### config.mk
export PLATFORM = sky130hd
export DESIGN_NAME = sbsel_top
export DESIGN_NICKNAME = d
export VERILOG_FILES = /design/src/core/sbsel_pkg.sv /design/src/core/sbsel_top.sv
export VERILOG_INCLUDE_DIRS = /design/src /design/src/core
export SDC_FILE = /design/constraint.sdc
export NUM_CORES = 1
export LEC_CHECK = 0
export BUFFER_PORTS_ARGS = -buffer_cell sky130_fd_sc_hd__buf_2
export CAP_MARGIN = 20
export CELL_PAD_IN_SITES_DETAIL_PLACEMENT = 1
export CELL_PAD_IN_SITES_GLOBAL_PLACEMENT = 2
export CORE_ASPECT_RATIO = 0.5
export CORE_MARGIN = 8
export CORE_UTILIZATION = 20
export DETAILED_ROUTE_END_ITERATION = 8
export PLACE_DENSITY = 0.89
export RECOVER_POWER = 25
export SETUP_SLACK_MARGIN = 0.15
export SYNTH_ARGS = -nofsm -noshare
export SYNTH_HDL_FRONTEND = slang
export SYNTH_SLANG_ARGS = --single-unit
### constraint.sdc
create_clock -name clk -period 1.7 [get_ports clk]
set_input_delay 0.255 -clock clk [delete_from_list [all_inputs] [get_ports clk]]
set_output_delay 0.255 -clock clk [all_outputs]
set_load 0.05 [all_outputs]
### src/core/sbsel_params.svh
// Field codes, bit positions and reset values of the S-Bus source selector.
// Assumes inclusion by its bare name from the selector sources.
`ifndef SBSEL_PARAMS_SVH
`define SBSEL_PARAMS_SVH

// S-Bus field codes handled here
`define SB_INSTR 5'h00
`define SB_PREADD 5'h02
`define SB_GRP1 5'h04
`define SB_UNIT 5'h05
`define SB_GRP2 5'h06
`define SB_DEVNUM 5'h09
`define SB_DIRIN 5'h0A
`define SB_CNTL 5'h0C
`define SB_CNTH 5'h0D
`define SB_KEEP 5'h0F
`define SB_PC 5'h10
`define SB_DBASE 5'h15
`define SB_OPERAND 5'h16
`define SB_COND 5'h17
`define SB_DLIM 5'h1C
`define SB_PBASE 5'h1E
`define SB_NOP 5'h1F

// Field placements inside the S-Bus word
`define SB_COND_SRC_LO 6
`define SB_COND_SRC_HI 7
`define SB_COND_DST_LO 8
`define SB_COND_DST_HI 9
`define SB_COND_ZERO 7
`define SB_CNTH_LO 4
`define SB_CNTH_HI 9
`define SB_CNTL_LO 10
`define SB_CNTL_HI 15
`define SB_DEV_LO 8
`define SB_DEV_HI 15
`define SB_UNIT_LO 4
`define SB_UNIT_HI 7
`define SB_UNIT_FLAG 13

// Reset values
`define SB_HOLD_RST 16'h0000

`endif

### src/core/sbsel_pkg.sv
// Types shared by the S-Bus source selector.
// Assumes the selector sits on the CPU microcycle clock.
package sbsel_pkg;

   // All CPU sources the selector can put onto the S-Bus
   typedef struct packed {
      logic [15:0] current_instruction_reg;
      logic [15:0] special_signals_group_one;
      logic [15:0] special_signals_group_two;
      logic [15:0] data_base_reg;
      logic [15:0] data_limit_reg;
      logic [15:0] direct_input_data_reg;
      logic [15:0] operand_reg;
      logic [15:0] program_counter;
      logic [15:0] pre_adder_output;
      logic [15:0] program_base_reg;
      logic [15:0] status_word;
      logic [5:0] loop_counter_reg;
      logic [7:0] device_number_reg;
      logic [3:0] unit_number_reg;
   } sbsel_src_type;

   // Selector sequencing
   typedef enum logic {
      SBSEL_IDLE,
      SBSEL_WAIT_OPERAND
   } sbsel_state_type;

endpackage

### src/core/sbsel_top.sv
// S-Bus source selector: decodes the S-Bus field and loads the S-Bus word.
// Assumes field code, sources and operand busy come from logic on clk.
// Function
// - Condition code copies status bits 6,7 into bits 8,9, rest cleared.
// - Condition code sets bit 7 when both copied bits are zero.
// - Code 00000 loads the current instruction word.
// - Code 00100 loads special signals group one.
// - Code 00110 loads special signals group two.
// - Code 01101 puts loop counter in bits 4 to 9, rest zero.
// - Code 01100 puts loop counter in bits 10 to 15, rest zero.
// - Code 10101 loads the data base register.
// - Code 11100 loads the data limit register.
// - Code 01001 puts device number in bits 8 to 15, low byte zero.
// - Code 01010 loads the direct input data word of the processor.
// - Code 00101 puts unit number in bits 4 to 7, others zero.
// - Unit number retrieval also forces bit 13 to one.
// - Code 10110 loads the operand register.
// - Operand load during busy operand memory operation freezes until done.
// - Code 10000 loads the program counter.
// - Code 00010 loads the pre-adder output.
// - Code 11110 loads the program base register.
// - Code 01111 keeps the S-Bus word unchanged.
`timescale 1ns/10ps
`include "sbsel_params.svh"

module sbsel_top #(
   parameter int DATA_W = 16
) (
   input wire logic clk,
   input wire logic rst_n,
   input wire logic clk_en,
   input wire logic issue_valid,
   input wire logic [4:0] field_code,
   input wire logic operand_busy,
   input wire sbsel_pkg::sbsel_src_type src,
   output logic [15:0] second_bus_hold_q,
   output logic loaded_q,
   output logic freeze_q
);

   // Only the documented 16-bit word is served; refused at elaboration
   if (DATA_W != 16) begin : g_width_check
      $error("sbsel_top serves a 16-bit S-Bus only");
   end

   // Decode one field code; bit 16 says whether a load happens
   function automatic logic [16:0] sbsel_pick(
      input logic [4:0] code,
      input sbsel_pkg::sbsel_src_type s
   );
      logic [15:0] v;
      logic ld;
      v = 16'h0000;
      ld = 1'b1;
      case (code)
         `SB_INSTR: begin
            v = s.current_instruction_reg;
         end
         `SB_GRP1: begin
            v = s.special_signals_group_one;
         end
         `SB_GRP2: begin
            v = s.special_signals_group_two;
         end
         `SB_CNTH: begin
            v[`SB_CNTH_HI:`SB_CNTH_LO] = s.loop_counter_reg;
         end
         `SB_CNTL: begin
            v[`SB_CNTL_HI:`SB_CNTL_LO] = s.loop_counter_reg;
         end
         `SB_DBASE: begin
            v = s.data_base_reg;
         end
         `SB_DLIM: begin
            v = s.data_limit_reg;
         end
         `SB_DEVNUM: begin
            v[`SB_DEV_HI:`SB_DEV_LO] = s.device_number_reg;
         end
         `SB_DIRIN: begin
            v = s.direct_input_data_reg;
         end
         `SB_UNIT: begin
            v[`SB_UNIT_HI:`SB_UNIT_LO] = s.unit_number_reg;
            v[`SB_UNIT_FLAG] = 1'b1;
         end
         `SB_OPERAND: begin
            v = s.operand_reg;
         end
         `SB_PC: begin
            v = s.program_counter;
         end
         `SB_PREADD: begin
            v = s.pre_adder_output;
         end
         `SB_PBASE: begin
            v = s.program_base_reg;
         end
         `SB_COND: begin
            // Condition code moved up, zero flag below it
            v[`SB_COND_DST_HI:`SB_COND_DST_LO] =
               s.status_word[`SB_COND_SRC_HI:`SB_COND_SRC_LO];
            v[`SB_COND_ZERO] =
               ~|s.status_word[`SB_COND_SRC_HI:`SB_COND_SRC_LO];
         end
         `SB_NOP: begin
            ld = 1'b0;
         end
         `SB_KEEP: begin
            ld = 1'b0;
         end
         default: begin
            ld = 1'b0; // Codes served elsewhere leave the word alone
         end
      endcase
      return {ld, v};
   endfunction

   sbsel_pkg::sbsel_state_type state_q;
   sbsel_pkg::sbsel_state_type state_d;
   logic [15:0] hold_d;
   logic loaded_d;
   logic freeze_d;
   logic [16:0] pick;
   logic take;

   // A new field is taken only when enabled and not frozen
   assign take = clk_en && issue_valid &&
      (state_q == sbsel_pkg::SBSEL_IDLE);

   // Decode of the presented field
   assign pick = sbsel_pick(field_code, src);

   // Next-state and next-word computation
   always_comb begin
      state_d = state_q;
      hold_d = second_bus_hold_q;
      loaded_d = loaded_q;
      freeze_d = freeze_q;
      if (clk_en) begin
         loaded_d = 1'b0;
         case (state_q)
            sbsel_pkg::SBSEL_IDLE: begin
               if (issue_valid) begin
                  if (field_code == `SB_OPERAND && operand_busy) begin
                     // Operand not ready: hold the CPU
                     state_d = sbsel_pkg::SBSEL_WAIT_OPERAND;
                     freeze_d = 1'b1;
                  end else if (pick[16]) begin
                     hold_d = pick[15:0];
                     loaded_d = 1'b1;
                  end
               end
            end
            sbsel_pkg::SBSEL_WAIT_OPERAND: begin
               if (!operand_busy) begin
                  // Memory operation done: finish the load
                  hold_d = src.operand_reg;
                  loaded_d = 1'b1;
                  freeze_d = 1'b0;
                  state_d = sbsel_pkg::SBSEL_IDLE;
               end
            end
            default: begin
               state_d = sbsel_pkg::SBSEL_IDLE;
               freeze_d = 1'b0;
            end
         endcase
      end
   end

   // State registers
   always_ff @(posedge clk or negedge rst_n) begin
      if (!rst_n) begin
         state_q <= sbsel_pkg::SBSEL_IDLE;
         second_bus_hold_q <= `SB_HOLD_RST;
         loaded_q <= 1'b0;
         freeze_q <= 1'b0;
      end else begin
         state_q <= state_d;
         second_bus_hold_q <= hold_d;
         loaded_q <= loaded_d;
         freeze_q <= freeze_d;
      end
   end
endmodule

==> key figures, run 1 <==
Outcome
  • Status: finished, final reports clean

Setup path
  • Critical path startpoint category: input pin
  • Crit path required time: 1.83 ns
  • Worst EP arrival: 1.80 ns
  • CP Class: input pin to register
  • Crit-path max FO: 9
  • Crit. End Element: register

CTS
  • Number of CTS-inserted buffers: 3
  • Clock Path Buffers: 2
  • CTS tree: yes
  • CTS clk-pin slew, worst paths: 0.06 ns
  • CTS Root Cell: clkbuf_16
  • Worst-Skew Late Latency: 0.25 ns
  • H-Tree Depth: 1
  • Clock Sinks: 19

Synth
  • Top-area cell type share of the netlist area: 16.4%
  • Post-synth ARST share: 100%
  • Synth Flop Type: dfrtp_1
  • Area leader, netlist: dfrtp_1
  • Top cells by area, synth: dfrtp_1 16%, mux2i_1 8.7%, a22oi_1 8.3%
  • Syn Area/Cell: 8.06 µm²
  • Synth Net Count: 563
  • Post-synth EDFFs: 0
  • YS warnings: 0
  • Synthesized netlist cell count: 359
  • Seq cells post-synth: 19
  • Sequential area share after synthesis: 16.4%
  • Synthesized cell area: 0.00289 mm²
  • Synth cell types: 75

GRT
  • GRT met3 Usage: 2.73%
  • Most Crowded Layer GR: met2
  • Initial antenna violation count: 0
  • Global route overflow: 0
  • Met1 Resource Use GR: 25.9%
  • Largest net degree at the start of global routing: 20
  • First-pass GRT wire length: 28.9 mm
  • GR Util met2: 35.4%
  • Vias in the first global route: 4699
  • Gr usage total: 20.1%

Floorplan
  • Die X-Extent: 186 µm
  • Die Y: 101 µm
  • Core Footprint: 0.0143 mm²
  • FP Rows: 31
  • IO Pins: 222
  • Starting Density: 20.2%
  • Die area: 0.0188 mm²

Final layout
  • Synth-to-layout area growth: 95.0%
  • Final Cell Area: 0.00564 mm²
  • Nets@finish: 876
  • Antenna diodes: 0
  • Share of layout cells above drive strength 1: 65.3%

Timing
  • Fin crit share: 98.1%
  • Final setup fails: 0
  • Clock Skews: 0.00133 ns
  • Max Freq: 600 MHz
  • RSZ-0062 raised after global routing: true
  • Fin. max-slew vios: 0
  • Setup_tns: 0 ns
  • Final hold viol count: 0
  • Worst-Margin Slew: 1.06 ns
  • Crit path time final: 1.67 ns
  • Relative slew slack: 29.6%

Routing
  • DRC viols: 0
  • Initial DRC count: 224
  • Via count: 4521
  • Final WL: 20.7 mm
  • Routed Antenna Nets: 0
  • Pre-Repair DR Iteration Count: 4
  • WL/cell: 23.8 µm
  • Via/cell ratio: 5.20

Hold path
  • Hold Crit Class: input pin to register

Pwr
  • Net switching power: 1290 µW
  • Leakage: 0.00264 µW
  • Power share of the clock group: 17.4%
  • Sw Share: 44.7%
  • Pwr dens: 511 mW/mm²
  • Peak VDD IR: 0.000297 V
  • Combinational fraction of design power: 60.6%
  • Reg power frac: 22.0%
  • Int Pwr: 1600 µW

Placement
  • PortBufs: 207
  • DP Area: 0.00470 mm²
  • GP Congestion: 0.997
  • DP HPWL: 17.0 mm

Flow run
  • Max-cap violations: 0
## stage by stage
step | setup slack, ns | hold WS (ns) | instances | util, % | total power, µW
after global placement | -0.419 | 0.224 | 826 | 32.9 | 2110
after CTS | 0.0500 | 0.284 | 853 | 36.8 | 2760
final | 0.0331 | 0.287 | 869 | 39.4 | 2880
after detailed placement | -0.440 | 0.223 | 826 | 32.9 | 2140
after global routing | -0.0136 | 0.300 | 869 | 39.4 | 3020
after floorplan | 0.129 | -0.0406 | 359 | - | 1460
## worst max-delay path, cell delays in order
cell	delay, ns
buf_12	0.12
buf_4	0.14
nor2b_1	0.15
buf_4	0.17
a22o_1	0.20
a22oi_1	0.15
nand3_1	0.13
nor3_2	0.22
buf_4	0.15
o221ai_2	0.10
## per-layer routing
metal  vias to the layer above  routed length, µm  share of wire (%)
met5                         -                  0                  0
met4                         0                370                1.8
met3                        27               1240                6.0
met2                       154              10700                 52
met1                      2291               8420                 41
li1                       2049                  -                  -
## power by group through the flow
stage	Clock [µW]	Combinational [µW]	Sequential (µW)
after detailed placement	0	1500	633
final	501	1750	634
after CTS	497	1630	630
after global placement	0	1480	630
after floorplan	0	477	987
after global routing	527	1840	651
## repair_timing
action	4_1_cts	5_1_grt
gates resized for setup	80	46
buffers inserted	21	14
endpoints found under the hold margin	19	0
hold buffers	1	0
cloned	1	2
endpoints found under the setup margin	17	17
pin swaps	33	31
## cell families after synthesis
family	Yosys count	synth area share [%]
compound gates	146	38.3
buf+inv	39	9.82
flops	19	16.4
mux	28	9.82
simple gates	127	25.6
## path summary, 6_finish.rpt
path | startpoint | endpoint | slack, ns | depth (start not counted)
max reg2reg | state_q | second_bus_hold_q[6] | 0.04 | 6
max in group asynchronous | rst_n | state_q | 0.29 | 2
max | field_code[1] | second_bus_hold_q[5] | 0.03 | 10
min | issue_valid | state_q | 0.29 | 3
min in group asynchronous | rst_n | freeze_q | 0.71 | 2
min reg2reg | loaded_q | loaded_q | 0.49 | 1
## cells in the mapped netlist, types with 2 or more instances
cell / count
or3_1: 3
a22o_1: 13
buf_6: 12
buf_2: 8
nor4b_1: 2
nand2_1: 29
nand2b_1: 4
o211ai_1: 3
buf_4: 7
clkbuf_1: 4
a221o_1: 2
dfrtp_1: 19
o221ai_1: 2
a21o_1: 3
nor3_2: 3
and3_1: 6
mux2_2: 3
inv_1: 6
mux2i_1: 25
o31ai_1: 3
nor2_2: 4
a221oi_1: 6
o21ai_0: 15
a21oi_1: 19
a221oi_2: 2
nor2b_1: 4
nor3_1: 6
nor2_1: 26
nand4_1: 4
and2b_1: 2
o22ai_1: 5
a2bb2oi_1: 2
a31oi_1: 6
o22a_1: 2
o21a_1: 2
nand3b_1: 6
and2_1: 2
o32ai_1: 3
a32o_1: 4
a32oi_1: 3
a31o_1: 2
a22oi_1: 32
nand3_1: 11
o21ai_1: 3
## sequential cells by signal, indices dropped and copies added (netlist names)
register / cells
freeze_q: 1
loaded_q: 1
second_bus_hold_q: 16
state_q: 1
## final cells by class
type                            instances  area, µm²
Fill cell                            1749       8670
Multi-Input combinational cell        302       2530
Timing Repair Buffer                  340       2290
Sequential cell                        19        477
Tap cell                              198        248
Clock buffer                            4       78.8
Inverter                                6       22.5
## cells in the final DEF, fill, tap and decap left out, types with 9 or more instances in the layout
cell type,count
o21ai_0,12
nor2_1,15
mux2i_1,24
a21oi_1,12
a22oi_2,10
a22oi_1,23
dfrtp_1,18
buf_2,201
nand3_1,9
nand2_1,27
buf_6,23
nor2_2,11
buf_4,101
a22o_1,13
Note: power is estimated with default switching activity, not from simulation.
==> run 2, diff against run 1 <==
--- a/config.mk
+++ b/config.mk
@@ -12,9 +12,9 @@
 export CELL_PAD_IN_SITES_GLOBAL_PLACEMENT = 2
 export CORE_ASPECT_RATIO = 0.5
 export CORE_MARGIN = 8
-export CORE_UTILIZATION = 20
+export CORE_UTILIZATION = 22
 export DETAILED_ROUTE_END_ITERATION = 8
-export PLACE_DENSITY = 0.89
+export PLACE_DENSITY = 0.95
 export RECOVER_POWER = 25
 export SETUP_SLACK_MARGIN = 0.15
 export SYNTH_ARGS = -nofsm -noshare
==> constraint.sdc (replaced) <==
create_clock -name clk -period 2.12 [get_ports clk]
set_input_delay 0.318 -clock clk [delete_from_list [all_inputs] [get_ports clk]]
set_output_delay 0.318 -clock clk [all_outputs]
set_load 0.05 [all_outputs]
==> key figures, run 2 (same netlist as run 1, synthesis figures left out) <==
Outcome
  • Status: finished, final reports clean

Routing
  • WL/cell: 23.2 µm
  • Pre-Repair DR Iteration Count: 5
  • Via count: 4246
  • Routed Antenna Nets: 0
  • Initial DRC count: 264
  • DRC viols: 0
  • Via/cell ratio: 5.44
  • Final WL: 18.1 mm

GRT
  • GR Util met2: 33.8%
  • First-pass GRT wire length: 26.5 mm
  • GRT met3 Usage: 2.72%
  • Gr usage total: 19.6%
  • Vias in the first global route: 4522
  • Global route overflow: 0
  • Most Crowded Layer GR: met2
  • Largest net degree at the start of global routing: 20
  • Met1 Resource Use GR: 24.8%
  • Initial antenna violation count: 2

Setup path
  • Worst EP arrival: 2.05 ns
  • Crit path required time: 2.28 ns
  • FF-to-FF path depth: 6
  • Crit path launch: field_code[3]
  • Reg2Reg Setup Slack: 0.32 ns
  • Critical path startpoint category: input pin
  • Worst flop-to-flop path startpoint: state_q
  • CP Class: input pin to register
  • R2R Path End: second_bus_hold_q[1]
  • Setup crit end: second_bus_hold_q[4]
  • Crit. End Element: register
  • Crit-path max FO: 12

Hold path
  • Hold Crit Class: input pin to async pin

Timing
  • Relative slew slack: 29.0%
  • Final hold viol count: 0
  • Fin crit share: 89.3%
  • Clock Skews: 0.000803 ns
  • RSZ-0062 raised after global routing: false
  • Setup WS post-layout: 0.227 ns
  • Crit path time final: 1.89 ns
  • Worst-Margin Slew: 1.07 ns
  • Max Freq: 528 MHz
  • Final setup fails: 0
  • Fin. max-slew vios: 0

Placement
  • DP HPWL: 15.6 mm
  • PortBufs: 207
  • Placed insts: 774
  • Pre-CTS setup slack: -0.0999 ns
  • GP Congestion: 0.952

Floorplan
  • Core Footprint: 0.0127 mm²
  • Die X-Extent: 178 µm
  • Die area: 0.0173 mm²
  • Starting Density: 22.7%
  • IO Pins: 222
  • Die Y: 97.1 µm
  • FP Rows: 29

Pwr
  • Leakage: 0.00219 µW
  • Peak VDD IR: 0.000279 V
  • Pwr dens: 450 mW/mm²

Final layout
  • Area of the multi-input gates: 0.00218 mm²
  • Max reg flops: 16
  • Reg area: 475 µm²
  • Share of layout cells above drive strength 1: 51.9%
  • Most flops, register: second_bus_hold_q
  • Synth-to-layout area growth: 57.6%
  • Most frequent cells in the layout: 205 x buf_2, 69 x buf_4, 32 x a22oi_1
  • Most common cell after layout, fill and taps aside: buf_2
  • Nets@finish: 814
  • Non-Filler Instances: 781
  • FILL cells: 1603

CTS
  • Number of CTS-inserted buffers: 3
  • CTS clk-pin slew, worst paths: 0.05 ns
  • Worst-Skew Late Latency: 0.25 ns
  • H-Tree Depth: 1
  • CTS Root Cell: clkbuf_16
  • Hold buffer count at CTS: 0
  • CTS tree: yes
  • Clock Path Buffers: 2
  • Clock Sinks: 19

Flow run
  • Max-cap violations: 0
-- run 2: timing repair --
item / 4_1_cts / 5_1_grt
resized for setup: 0 / 14
endpoints found under the setup margin: 0 / 13
setup buffers: 0 / 0
-- run 2: how the worst min path moves through the flow --
| stage | start | endpoint | slack [ns] | depth (start not counted) |
|---|---|---|---|---|
| floorplan | rst_n | freeze_q | 0.02 | 0 |
| global placement | rst_n | second_bus_hold_q[9] | 0.28 | 1 |
| detailed placement | rst_n | second_bus_hold_q[7] | 0.28 | 1 |
| CTS | rst_n | second_bus_hold_q[15] | 0.02 | 1 |
| global route | rst_n | second_bus_hold_q[7] | 0.32 | 1 |
| finish | rst_n | second_bus_hold_q[7] | 0.24 | 1 |
-- run 2: power by group --
group          internal, µW  switching [µW]
combinational           432             742
clock                   255             129
sequential              446            47.7
total                  1130             919
-- run 2: final cells by class --
class	instances	share of cell area (%)
sequential	19	10.4
multi-input combinational	302	47.8
inverter	6	0.494
tap	170	4.67
timing repair buffer	278	34.8
clock buffer	4	1.73
antenna	2	0.110
-- run 2: critical path, stage by stage --
cell and delay, ns:
buf_2 0.19, buf_4 0.20, nor3_2 0.39, and2_1 0.28, buf_4 0.18, a22o_1 0.14
nor3_1 0.04, buf_4 0.14, o221ai_1 0.17
-- run 2: through the flow --
step	instance area, µm²	setup TNS (ns)	utilization (%)	power, µW	hold slack [ns]
floorplan	2890	0	-	1170	0.0224
finish	4560	0	35.8	2050	0.241
CTS	4500	0	35.4	2040	0.0244
global route	4560	0	35.8	2150	0.319
global placement	4430	-0.207	34.7	1620	0.276
detailed placement	4430	-0.359	34.7	1650	0.285
-- run 2: layer usage --
layer / vias to the layer above / wire length (µm)
met1: 2094 / 7360
met5: - / 0
met2: 177 / 9010
li1: 1935 / -
met3: 40 / 1200
met4: 0 / 544
